File: config.mk
export PLATFORM = sky130hd
export DESIGN_NAME = rgb_dimming_blink_ctrl
export DESIGN_NICKNAME = d
export VERILOG_FILES = /design/src/hw/rgb_pkg.sv /design/src/hw/rgb_dimming_blink_ctrl.sv
export SDC_FILE = /design/constraint.sdc
export NUM_CORES = 1
export LEC_CHECK = 0
export BUFFER_PORTS_ARGS = -buffer_cell sky130_fd_sc_hd__buf_2
export CAP_MARGIN = 5
export CORE_MARGIN = 4
export CORE_UTILIZATION = 51
export DETAILED_ROUTE_END_ITERATION = 16
export PLACE_DENSITY = 0.77
export SYNTH_ARGS = -nofsm -noshare
export SYNTH_HDL_FRONTEND = slang
export SYNTH_SLANG_ARGS = --single-unit
File: constraint.sdc
create_clock -name clk_sys -period 4.21 [get_ports clk_sys]
set_input_delay 0 -clock clk_sys [delete_from_list [all_inputs] [get_ports clk_sys]]
set_output_delay 0 -clock clk_sys [all_outputs]
set_load 0.01 [all_outputs]
File: src/hw/rgb_pkg.sv
// constants, timing counts and carrier types of the rgbw light controller
// assumes a 20 MHz system clock; all config fields arrive already decoded
package rgb_pkg;

  // ----------------------------------------------------------------
  // timing
  // ----------------------------------------------------------------
  localparam int CLK_PERIOD_NS  = 50;
  localparam int BLINK_TICK_NS  = 16384000;
  localparam int BLINK_TICK_CYC = BLINK_TICK_NS / CLK_PERIOD_NS;
  localparam int PWM_STEP_NS    = 8000;
  localparam int PWM_STEP_CYC   = PWM_STEP_NS / CLK_PERIOD_NS;
  localparam int RAMP_UNIT_NS   = 64000;
  localparam int RAMP_UNIT_CYC  = RAMP_UNIT_NS / CLK_PERIOD_NS;

  // ----------------------------------------------------------------
  // codes and fields
  // ----------------------------------------------------------------
  localparam int         NCH           = 4;
  localparam logic [10:0] DUTY_FULL    = 11'h400;
  localparam logic [1:0] VOUT_ADAPTIVE = 2'h0;
  localparam logic [1:0] PS_OFF        = 2'h0;
  localparam logic [1:0] PS_90         = 2'h1;
  localparam logic [1:0] PS_120        = 2'h2;
  localparam logic [9:0] SLOT_90       = 10'h100;
  localparam logic [9:0] SLOT_120      = 10'h155;
  localparam logic [9:0] SLOT_180      = 10'h200;
  localparam logic [2:0] ADDR_UPPER    = 3'h6;
  localparam logic [7:0] LEVEL_MAX     = 8'hff;

  typedef struct packed {
    logic                 global_enable;
    logic [3:0]           channel_enable_bit;
    logic [3:0]           direct_source_select;
    logic                 boost_enable;
    logic [1:0]           boost_output_mode;
    logic [3:0][7:0]      analog_current_code;
    logic [3:0][10:0]     dimming_duty_code;
    logic [7:0]           dimming_frequency_code;
    logic                 blink_mode_select;
    logic                 white_channel_blink_join;
    logic [7:0]           blink_period_code;
    logic [7:0]           blink_on_code;
    logic [7:0]           blink_repeat_count;
    logic                 post_blink_behavior;
    logic [1:0]           phase_shift_select;
    logic [3:0]           rise_step;
    logic [3:0]           fall_step;
  } rgb_cfg_t;

  typedef enum {ST_STANDBY, ST_RUN, ST_HOLD} rgb_state_t;
  typedef enum {I2C_IDLE, I2C_ADDR, I2C_ACK, I2C_SKIP} rgb_i2c_t;

endpackage

File: src/hw/rgb_dimming_blink_ctrl.sv
// per-channel dimming, blinking, breathing and phase shift of a 4-ch led driver
// assumes cfg is driven by register logic on clk_sys; scl, sda, strap are pins
//
// Functional notes
// power-up in standby until enable set
// channel enable bit gates each channel
// direct-source channels leave boost feedback
// boost runs only with boost enable
// mode 00 regulates lowest active channel
// nonzero mode fixes output, ignores channels
// amplitude follows 8-bit analog code
// duty equals code over 1024, 400h full
// frequency code sets pwm period
// blink select; channel four needs join
// blink period is code times tick
// blink on-time is code times tick
// on-time beyond period means always on
// repeat count limits blinks, zero forever
// after blinks: dim on or standby
// breathing needs full blink and full duty
// unfinished rise falls from present level
// unfinished fall rises from present level
// turn-on order four, three, two, one
// shift field picks 0/90/120/180 spacing
// disabled channels keep others' slots
// address upper fixed, low four strapped
// enable write leaves cleared-enable standby
// standby darkens outputs, clears counters
`timescale 1ns/1ns
module rgb_dimming_blink_ctrl
  import rgb_pkg::*;
#(
  parameter int TICK_CYC = BLINK_TICK_CYC,
  parameter int STEP_CYC = PWM_STEP_CYC,
  parameter int RAMP_CYC = RAMP_UNIT_CYC
) (
  // clock and reset
  input  wire logic            clk_sys,
  input  wire logic            reset,
  // configuration
  input  wire rgb_cfg_t        cfg,
  // serial link pins
  input  wire logic            i2c_scl_i,
  input  wire logic            i2c_sda_i,
  output logic                 i2c_sda_o_q,
  output logic                 i2c_sda_oe_q,
  input  wire logic [3:0]      addr_strap,
  output logic                 addr_hit_q,
  output logic                 addr_read_q,
  // channel drive
  output logic [3:0]           led_on_q,
  output logic [3:0][7:0]      led_level_q,
  output logic [3:0]           direct_src_q,
  // boost control
  output logic                 boost_run_q,
  output logic [1:0]           boost_mode_q,
  output logic [3:0]           fb_mask_q,
  // status
  output logic                 standby_q,
  output logic                 blink_done_q
);

  localparam int TW = $clog2(TICK_CYC);
  localparam int RW = $clog2(RAMP_CYC);

  generate
    if (TICK_CYC < 2 || RAMP_CYC < 2 || STEP_CYC < 2 || STEP_CYC > 255) begin : g_chk
      $error("unsupported timing parameters");
    end
  endgenerate

  // ----------------------------------------------------------------
  // run state
  // ----------------------------------------------------------------
  rgb_state_t state_q, state_d;
  logic       run;
  logic       done_evt;

  assign run = (state_q == ST_RUN);

  // enable leaves standby
  always_comb begin
    state_d = state_q;
    unique case (state_q)
      ST_STANDBY: if (cfg.global_enable) state_d = ST_RUN;
      ST_RUN: begin
        if (!cfg.global_enable) state_d = ST_STANDBY;
        // finite blink end, standby
        else if (done_evt && !cfg.post_blink_behavior) state_d = ST_HOLD;
      end
      ST_HOLD: if (!cfg.global_enable) state_d = ST_STANDBY;
    endcase
  end

  always_ff @(posedge clk_sys) begin
    if (reset) state_q <= ST_STANDBY;
    else state_q <= state_d;
  end

  // ----------------------------------------------------------------
  // pwm phase counter
  // ----------------------------------------------------------------
  logic [8:0] acc_q;
  logic [9:0] phase_q;
  logic [8:0] acc_sum;
  logic       pwm_step;
  logic [7:0] freq_eff;
  logic [9:0] slot;

  // frequency code scales step rate
  assign freq_eff = (cfg.dimming_frequency_code == 8'h00) ? 8'h01 : cfg.dimming_frequency_code;
  assign acc_sum  = acc_q + {1'b0, freq_eff};
  assign pwm_step = (acc_sum >= 9'(STEP_CYC));

  // spacing between turn-on edges
  assign slot = (cfg.phase_shift_select == PS_OFF) ? 10'h000 :
                (cfg.phase_shift_select == PS_90)  ? SLOT_90 :
                (cfg.phase_shift_select == PS_120) ? SLOT_120 : SLOT_180;

  // counters cleared in standby
  always_ff @(posedge clk_sys) begin
    if (reset || !run) begin
      acc_q   <= 9'h000;
      phase_q <= 10'h000;
    end else begin
      acc_q   <= pwm_step ? 9'(acc_sum - 9'(STEP_CYC)) : acc_sum;
      phase_q <= pwm_step ? 10'(phase_q + 10'h001) : phase_q;
    end
  end

  // ----------------------------------------------------------------
  // blink timing
  // ----------------------------------------------------------------
  logic [TW-1:0] tick_cnt_q;
  logic [7:0]    pos_q;
  logic [7:0]    cycles_q;
  logic          tick;
  logic          cycle_end;
  logic          on_phase;
  logic          blink_act;

  assign tick      = (tick_cnt_q == TW'(TICK_CYC - 1));
  // period in ticks
  assign cycle_end = tick && (9'(pos_q) + 9'h001 >= {1'b0, cfg.blink_period_code});
  // on for code ticks, capped by period
  assign on_phase  = (cfg.blink_period_code == 8'h00) || (pos_q < cfg.blink_on_code);
  // zero repeats forever
  assign done_evt  = blink_act && cycle_end && (cfg.blink_repeat_count != 8'h00) &&
                     (8'(cycles_q + 8'h01) == cfg.blink_repeat_count);
  assign blink_act = cfg.blink_mode_select && !blink_done_q;

  always_ff @(posedge clk_sys) begin
    if (reset || !run) begin
      tick_cnt_q   <= '0;
      pos_q        <= 8'h00;
      cycles_q     <= 8'h00;
      blink_done_q <= 1'b0;
    end else begin
      tick_cnt_q   <= tick ? '0 : TW'(tick_cnt_q + 1'b1);
      pos_q        <= cycle_end ? 8'h00 : (tick ? 8'(pos_q + 8'h01) : pos_q);
      cycles_q     <= (blink_act && cycle_end) ? 8'(cycles_q + 8'h01) : cycles_q;
      blink_done_q <= blink_done_q || done_evt;
    end
  end

  // ----------------------------------------------------------------
  // breathing ramp
  // ----------------------------------------------------------------
  logic [RW-1:0] unit_q;
  logic [3:0]    stepc_q;
  logic [7:0]    lvl_q;
  logic          breath;
  logic          unit_tick;
  logic          ramp_tick;
  logic [3:0]    step_sel;

  // all channels blink, all at full duty
  assign breath    = blink_act && cfg.white_channel_blink_join &&
                     (cfg.dimming_duty_code == {NCH{DUTY_FULL}});
  assign unit_tick = (unit_q == RW'(RAMP_CYC - 1));
  assign step_sel  = on_phase ? cfg.rise_step : cfg.fall_step;
  assign ramp_tick = unit_tick && (stepc_q >= step_sel);

  always_ff @(posedge clk_sys) begin
    if (reset || !run || !breath) begin
      unit_q  <= '0;
      stepc_q <= 4'h0;
      lvl_q   <= 8'h00;
    end else begin
      unit_q  <= unit_tick ? '0 : RW'(unit_q + 1'b1);
      stepc_q <= ramp_tick ? 4'h0 : (unit_tick ? 4'(stepc_q + 4'h1) : stepc_q);
      // ramp turns from present level
      if (ramp_tick && on_phase && lvl_q != LEVEL_MAX) lvl_q <= 8'(lvl_q + 8'h01);
      else if (ramp_tick && !on_phase && lvl_q != 8'h00) lvl_q <= 8'(lvl_q - 8'h01);
    end
  end

  // ----------------------------------------------------------------
  // per-channel drive
  // ----------------------------------------------------------------
  logic [3:0]      on_d;
  logic [3:0][7:0] amp_d;

  genvar gi;
  generate
    for (gi = 0; gi < NCH; gi++) begin : g_ch
      logic [9:0] offs;
      logic [9:0] rel;
      logic       pwm_on;
      logic       blinks;
      logic       lit;
      logic [7:0] amp;
      // fixed slot per channel, four first
      assign offs   = 10'((NCH - 1 - gi) * slot);
      assign rel    = 10'(phase_q - offs);
      // duty compare, 400h always on
      assign pwm_on = ({1'b0, rel} < cfg.dimming_duty_code[gi]);
      // channel four blinks only when joined
      assign blinks = blink_act && ((gi < NCH - 1) || cfg.white_channel_blink_join);
      // amplitude from analog code
      assign amp    = (breath && lvl_q < cfg.analog_current_code[gi]) ?
                      lvl_q : cfg.analog_current_code[gi];
      assign lit    = breath ? (amp != 8'h00) : (!blinks || on_phase);
      // enable and run gate the channel
      assign on_d[gi]  = run && cfg.channel_enable_bit[gi] && pwm_on && lit;
      assign amp_d[gi] = (run && cfg.channel_enable_bit[gi]) ? amp : 8'h00;
    end
  endgenerate

  always_ff @(posedge clk_sys) begin
    if (reset) begin
      led_on_q     <= 4'h0;
      led_level_q  <= '0;
      direct_src_q <= 4'h0;
      boost_run_q  <= 1'b0;
      boost_mode_q <= 2'h0;
      fb_mask_q    <= 4'h0;
      standby_q    <= 1'b1;
    end else begin
      led_on_q     <= on_d;
      led_level_q  <= amp_d;
      direct_src_q <= run ? (cfg.channel_enable_bit & cfg.direct_source_select) : 4'h0;
      // boost follows its enable
      boost_run_q  <= run && cfg.boost_enable;
      // adaptive vs fixed target
      boost_mode_q <= cfg.boost_output_mode;
      // feedback from active loop channels only
      fb_mask_q    <= (run && cfg.boost_enable && cfg.boost_output_mode == VOUT_ADAPTIVE) ?
                      (cfg.channel_enable_bit & ~cfg.direct_source_select) : 4'h0;
      standby_q    <= !run;
    end
  end

  // ----------------------------------------------------------------
  // serial address match
  // ----------------------------------------------------------------
  logic [2:0] scl_sy_q;
  logic [2:0] sda_sy_q;
  logic [3:0] strap1_q, strap2_q;
  logic [3:0] bits_q;
  logic [7:0] shift_q;
  rgb_i2c_t   i2c_q;
  logic       start_c, stop_c, scl_rise, scl_fall, addr_ok;

  assign start_c  = scl_sy_q[1] && scl_sy_q[2] && sda_sy_q[2] && !sda_sy_q[1];
  assign stop_c   = scl_sy_q[1] && scl_sy_q[2] && !sda_sy_q[2] && sda_sy_q[1];
  assign scl_rise = scl_sy_q[1] && !scl_sy_q[2];
  assign scl_fall = !scl_sy_q[1] && scl_sy_q[2];
  // fixed upper bits, strapped low nibble
  assign addr_ok  = (shift_q[7:1] == {ADDR_UPPER, strap2_q});

  always_ff @(posedge clk_sys) begin
    if (reset) begin
      scl_sy_q <= 3'h7;
      sda_sy_q <= 3'h7;
      strap1_q <= 4'h0;
      strap2_q <= 4'h0;
    end else begin
      scl_sy_q <= {scl_sy_q[1:0], i2c_scl_i};
      sda_sy_q <= {sda_sy_q[1:0], i2c_sda_i};
      strap1_q <= addr_strap;
      strap2_q <= strap1_q;
    end
  end

  always_ff @(posedge clk_sys) begin
    if (reset) begin
      i2c_q        <= I2C_IDLE;
      bits_q       <= 4'h0;
      shift_q      <= 8'h00;
      i2c_sda_o_q  <= 1'b0;
      i2c_sda_oe_q <= 1'b0;
      addr_hit_q   <= 1'b0;
      addr_read_q  <= 1'b0;
    end else begin
      addr_hit_q <= 1'b0;
      if (start_c) begin
        i2c_q        <= I2C_ADDR;
        bits_q       <= 4'h0;
        i2c_sda_oe_q <= 1'b0;
      end else if (stop_c) begin
        i2c_q        <= I2C_IDLE;
        i2c_sda_oe_q <= 1'b0;
      end else begin
        unique case (i2c_q)
          I2C_IDLE, I2C_SKIP: ;
          I2C_ADDR: begin
            if (scl_rise && bits_q != 4'h8) begin
              shift_q <= {shift_q[6:0], sda_sy_q[1]};
              bits_q  <= 4'(bits_q + 4'h1);
            end else if (scl_fall && bits_q == 4'h8) begin
              i2c_q        <= addr_ok ? I2C_ACK : I2C_SKIP;
              i2c_sda_oe_q <= addr_ok;
              addr_hit_q   <= addr_ok;
              addr_read_q  <= addr_ok ? shift_q[0] : addr_read_q;
            end
          end
          I2C_ACK: if (scl_fall) begin
            i2c_q        <= I2C_SKIP;
            i2c_sda_oe_q <= 1'b0;
          end
        endcase
      end
    end
  end
endmodule // rgb_dimming_blink_ctrl

* After elaboration in Yosys (flattened, before gate mapping)
Cells that the tools add are included.
** Word-level totals
- Output and inout port bits :: 53
- Word-level logic and storage cells :: 219
- Flip-flop bits (word level) :: 219
** Cells by class
- Reduce and logical (&&, ||, !) cells :: 90
- Multiply operators :: 1
- Order comparisons :: 12
- Add/subtract/negate cells :: 15
- Multiplexer cells :: 32
- Bitwise operators :: 14
- Eq/ne operators :: 24
** Operators with widths (count)
- 2-to-1 mux 32 bit :: 7
- == test 32 x 2 -> 1 bit (second input constant) :: 3
- one-hot mux 32 bit (3 select lines) :: 1
- == test 32 x 1 -> 1 bit (second input constant) :: 2
- one-hot mux 32 bit (2 select lines) :: 1
- 2-to-1 mux 8 bit :: 7
- nonzero test 8 bit :: 6
- == test 44 bit (second input constant) :: 1
- < comparator 10 x 11 -> 1 bit :: 4
- logical AND 1 bit :: 40
- < comparator 8 bit :: 5
- logical NOT 32 bit :: 1
- 2-to-1 mux 10 bit :: 3
- subtractor 10 bit :: 3
- adder 8 x 1 -> 8 bit (second input constant) :: 3
- OR reduction 2 bit :: 11
- adder 19 x 1 -> 19 bit (second input constant) :: 1
- == test 19 bit (second input constant) :: 1
- logical NOT 8 bit :: 2
- != test 4 bit (second input constant) :: 4
- AND reduction 4 bit :: 3
- adder 11 x 1 -> 11 bit (second input constant) :: 1
- == test 11 bit (second input constant) :: 1
- logical NOT 1 bit :: 11
- 33 further kinds :: 66

* Depth between registers and ports, before layout
- Depth after elaboration :: 10
- Mapped depth :: 26
- Mapped depth without buffers :: 26

* Worst setup path after synthesis
No wires, ideal clock.
- Path kind :: register -> register
- Start :: register pos_q[5]
- End :: register lvl_q[7]
- Period minus slack after synthesis :: 4.386 ns
- Required time :: 4.082 ns
- Setup slack :: -0.176 ns
- Library setup time :: 0.128 ns
- Buffers on the path :: 0
- Data arrival time :: 4.258 ns
- Cell stages (with the launch flop) :: 25
- Cell sequence :: dfxtp_1 -> ha_1 -> a21o_1 -> a211oi_1 -> o21ai_1 -> nand2_2 -> mux2_2 -> ha_1 -> nand2b_1 -> a21o_1 -> a21oi_1 -> nor2b_1 -> o21ai_2 -> a211oi_1 -> inv_1 -> ha_1 -> a21o_1 -> a21o_1 -> nand2_1 -> a21oi_1 -> o21a_1 -> nor2_1 -> mux2i_1 -> xor2_1 -> nor2_1
** Between the ends
- Word-level cells in the longest chain between the ends :: 8
- Elaborated cells between the ends (all ways) :: 12
- Those cells by class :: 2 x order compare; 2 x mux; 8 x reduce/logical
** RTL lines
- start, declared :: line rgb_dimming_blink_ctrl.sv:135 : logic [7:0] pos_q;
- start signal, assigned :: line rgb_dimming_blink_ctrl.sv:160 : pos_q <= cycle_end ? 8'h00 : (tick ? 8'(pos_q + 8'h01) : pos_q);
- < comparator 8 bit (*) :: line rgb_dimming_blink_ctrl.sv:146 : assign on_phase = (cfg.blink_period_code == 8'h00) || (pos_q < cfg.blink_on_code);
- logical OR 1 bit (*) :: line rgb_dimming_blink_ctrl.sv:146
- 2-to-1 mux 4 bit :: line rgb_dimming_blink_ctrl.sv:181 : assign step_sel = on_phase ? cfg.rise_step : cfg.fall_step;
- greater-or-equal comparator 4 bit :: line rgb_dimming_blink_ctrl.sv:182 : assign ramp_tick = unit_tick && (stepc_q >= step_sel);
- logical AND 1 bit :: line rgb_dimming_blink_ctrl.sv:182
- logical AND 1 bit, on equally long branches (2 in series) :: line rgb_dimming_blink_ctrl.sv:193, rgb_dimming_blink_ctrl.sv:194
- 2-to-1 mux 8 bit or nonzero test 2 bit (tied branches)
- end signal, assigned :: line rgb_dimming_blink_ctrl.sv:193 : if (ramp_tick && on_phase && lvl_q != LEVEL_MAX) lvl_q <= 8'(lvl_q + 8'h01);
- end signal, assigned :: line rgb_dimming_blink_ctrl.sv:194 : else if (ramp_tick && !on_phase && lvl_q != 8'h00) lvl_q <= 8'(lvl_q - 8'h01);
- end, declared :: line rgb_dimming_blink_ctrl.sv:171 : logic [7:0] lvl_q;
Every way passes the cells marked *; elsewhere a longest branch is shown, timed or not.
A chain may end at the register's enable or synchronous reset.

* Worst setup path in the final report
- Start :: register pos_q[1]
- End :: register lvl_q[7]
The elaborated chain is that of the path after synthesis.

==> summary by stage <==
Run status
The flow ran to the end, but the final reports show violations. The final reports fail on negative setup slack.

STA
After layout, the minimum clock period comes to around 4.3 ns. The final number of setup-violating endpoints is 1. The normalized max-slew margin is around 32%. The max-slew violation total from the final report is 0. Setup repair after global routing could not meet its margin everywhere. The maximum clock rate is 232 MHz. Setup slack on the critical path of the routed design comes to -0.101 ns. The worst path uses 102% of the clock period. Final hold analysis gives a worst-case slack of approximately 0.013 ns. The number of failing hold endpoints at the final stage is 0.

The actual transition at the worst max-transition pin is 1.00 ns. The clock tree skew after final layout is about 0.014 ns.

Critical path
STA puts the critical path data arrival time at roughly 4.6 ns. The standard cell with the maximum stage delay on the critical path is dfxtp_2. The kind of launch point of the worst setup path is a flop. STA classifies the critical path endpoint as a flop. Along the worst path, the maximum fanout reaches 4. The most common cell type on the critical path is a21o_1. At the worst endpoint, the required time is 4.51 ns. The delay of the slowest cell on the worst path is about 0.35 ns. The number of cells on the worst reg-to-reg path is 25. The setup path with the least slack is of type reg2reg.

Logic synthesis
After synthesis, the share of flip-flops with an asynchronous set or reset is 0%. The cell count after synthesis is between 1,000 and 1,500. After synthesis the netlist holds a flip-flop and latch count of roughly 160. The number of enable-type register cells in the synthesized netlist is 0.

The share of the synthesized area in the top cell type is between 30% and 40%. Summing the sequential cell areas from Yosys gives a little under a third of the chip area. The number of distinct library cells after synthesis is just over 70. The post-synthesis cell area is between 10,000 and 15,000 µm².

By area the synthesized netlist is led by dfxtp_1 30%, ha_1 17%, nor2_1 5.0%. The number of nets in the synthesized netlist is between 1,500 and 2,000. The warning count from the yosys run is 0. Among all flip-flop cells after synthesis, the most frequent one is dfxtp_1. The most area-hungry cell type in the Yosys netlist is dfxtp_1.

Averaged over all synthesized cells, the footprint is between 8 and 9 µm².

Cells and area
Fill cells in the final layout number ~1,700. Leaving out fill and tap cells, the most frequent cells in the layout are 192 x buf_2, 157 x dfxtp_1, 137 x nor2_1, 137 x ha_1, 129 x inv_1. Compared with the post-synthesis result, the final layout area differs by 25.6%.

The final cell area excluding filler cells is 13,100 µm². The number of nets at the end of the flow is 1,812. Leaving out fill and tap cells, the most frequent cell in the layout is buf_2. The number of antenna diodes in the final layout is 0. The fraction of final layout cells with drive strength greater than 1 is approximately 20%.

Run
The tool flagged a number of max-cap violations equal to 0.

Drt
Using the TritonRoute via totals, the vias-per-cell ratio works out to 5.37. The final layout contains routed wiring with a total length of 28,200 µm. The total number of vias is 9,725. The count of routing violations after the opening detailed-route iteration is roughly 520. Before antenna repair, the detailed router went through 5 iterations. The residual DRC count is 0. Dividing the detail-routed wire length by the instance count gives ~16 µm. In this run the remaining antenna-violating nets after routing total 0.

Die
Row generation in the floorplan step produced 52 rows. The initial core utilization is ~52%. The floorplan step set the die width to between 150 and 200 µm.

The height of the die is approximately 150 µm. The area of the die is around 23,000 µm². Pin placement for this block handled roughly 190 I/O pins.

The area inside the core boundary is 20,200 µm².

Global route
The number of global-route vias before repair is approximately 9,500. In the global route stage, overall resource usage came out at 24.3%. The number of antenna violations at the first check in global routing is 1. The global-route wire length before repair is 44,600 µm.

Entering global routing, the biggest net connects 36 pins. The total congestion overflow after global routing is 0.

Clock network
The source-to-sink clock delay at the later pin of the worst-skew pair is roughly 0.43 ns. No sink is reached through more buffers than the 2 on the longest clock path. Clock-pin slew was measured on the worst setup and hold paths at 0.07 ns. CTS built an H-tree with a depth of 4. TritonCTS built the clock tree. The tree built by TritonCTS fans out to between 150 and 200 sinks. TritonCTS created 17 clock buffers. Clock tree synthesis selected as its root buffer the cell clkbuf_16.

Pwr
Summing internal, switching and leakage power gives ~0.0038 W. In this run the power density over the cells is just under 300 nW/µm². The reported leakage power is around 6.3 nW.

The largest voltage drop on the vdd net is 0.254 mV.

Min path
The tightest min-delay check is of the in2reg type. Along the worst hold path, the cell count comes to 4.

Place
The count of input and output buffers is 192. In this run the cell area measured after placement is between 10,000 and 15,000 µm². The placer congestion estimate is approximately 0.93. Summed over all nets, the half-perimeter wirelength after detailed placement is approximately 21,000 µm.
==> synthesized netlist by cell type, drive strengths merged, types with 5 or more instances <==
| library cell | number |
|---|---|
| nor2b | 32 |
| o21ai | 45 |
| nor4b | 5 |
| a21o | 12 |
| and2 | 9 |
| nand3 | 52 |
| nand4 | 15 |
| and3 | 17 |
| nor4 | 22 |
| xor2 | 52 |
| buf | 14 |
| ha | 142 |
| mux2i | 27 |
| nand2b | 18 |
| clkbuf | 15 |
| or2 | 9 |
| nor2 | 143 |
| dfxtp | 159 |
| nor3 | 23 |
| inv | 131 |
| nand2 | 86 |
| a211oi | 8 |
| o21a | 18 |
| nor3b | 8 |
| xnor2 | 54 |
| a21oi | 95 |
==> power breakdown <==
| part | switching [W] | leakage, nW | internal, W | total (W) |
|---|---|---|---|---|
| Sequential | 0.0000211 | 1.29 | 0.00155 | 0.00157 |
| Combinational | 0.000376 | 4.69 | 0.000312 | 0.000689 |
| Clock | 0.000732 | 0.287 | 0.000798 | 0.00153 |
| Total | 0.00113 | 6.26 | 0.00266 | 0.00379 |
==> layout make-up <==
class / instances / area [µm²] / area share, %
Tap cell: 270 / 338 / 2.57
Clock inverter: 15 / 165 / 1.26
Sequential cell: 159 / 3190 / 24.2
Multi-Input combinational cell: 939 / 6790 / 51.6
Inverter: 131 / 492 / 3.74
Clock buffer: 17 / 425 / 3.24
Timing Repair Buffer: 279 / 1750 / 13.3
==> path summary, 6_finish.rpt <==
kind	to	slack, ns	from
hold reg to reg	sda_sy_q[1]$_SDFF_PP1_	0.41	sda_sy_q[0]$_SDFF_PP1_
hold / removal	led_on_q[3]$_SDFF_PP0_	0.01	cfg[88]
setup reg to reg	lvl_q[7]$_SDFFE_PP0P_	-0.10	pos_q[1]$_SDFFE_PP0P_
setup / recovery	lvl_q[7]$_SDFFE_PP0P_	-0.10	pos_q[1]$_SDFFE_PP0P_
==> timing repair <==
| item | CTS | global route |
|---|---|---|
| buffers inserted | 7 | 1 |
| hold endpoints to repair | 53 | 0 |
| hold buffers | 55 | 0 |
| resized for setup | 9 | 7 |
| pin swaps | 17 | 16 |
| endpoints found under the setup margin | 2 | 5 |
==> critical path: cells and delay by family (launching register included) <==
family / cells / cell delay (ns)
DFF: 1 / 0.35
buffers and inverters: 1 / 0.14
adders and majority gates: 3 / 0.67
xor gates and xnor gates: 1 / 0.16
AOI/OAI and AO/OA: 12 / 1.69
muxes: 2 / 0.56
and+or+nand+nor: 6 / 0.59
==> metal layers <==
metal | share of wire, % | track usage (%)
met1 | 43 | 29.6
met3 | 6.3 | 4.52
met4 | 3.3 | 10.2
met5 | 0.046 | 0
met2 | 48 | 42.1
==> sequential cells by signal, indices dropped and copies added (netlist names), 2 cells and up <==
name          count
fb_mask_q         4
cycles_q          8
phase_q          10
shift_q           8
sda_sy_q          3
direct_src_q      4
boost_mode_q      2
acc_q             9
strap2_q          4
strap1_q          4
state_q           2
bits_q            4
lvl_q             8
led_on_q          4
scl_sy_q          3
unit_q           11
pos_q             8
stepc_q           4
i2c_q             2
led_level_q      32
tick_cnt_q       19
==> cell families (layout without fill, tap and decap cells) <==
logic type | after synthesis | count (layout) | share of synthesized area (%)
XOR/XNOR | 106 | 106 | 8.94
other | 1 | 1 | 0.0358
buffers and inverters | 160 | 442 | 5.94
flip-flops | 159 | 159 | 30.4
AND/OR/NAND/NOR | 447 | 447 | 21.5
adder cells (fa/ha/maj) | 144 | 144 | 17.4
multiplexers | 30 | 30 | 2.91
AO/OA/AOI/OAI | 211 | 211 | 12.9
==> stage by stage <==
stage / setup WS [ns] / instances / util [%] / setup TNS [ns]
global route: -0.260 / 1810 / 65.0 / -0.466
finish: -0.101 / 1810 / 65.0 / -0.101
global placement: 0.0131 / 1715 / 58.6 / 0
floorplan: 0.0107 / 1258 / - / 0
detailed placement: -0.117 / 1715 / 58.6 / -0.117
CTS: -0.0488 / 1809 / 64.8 / -0.0645
Note: power is estimated with default switching activity, not from simulation.
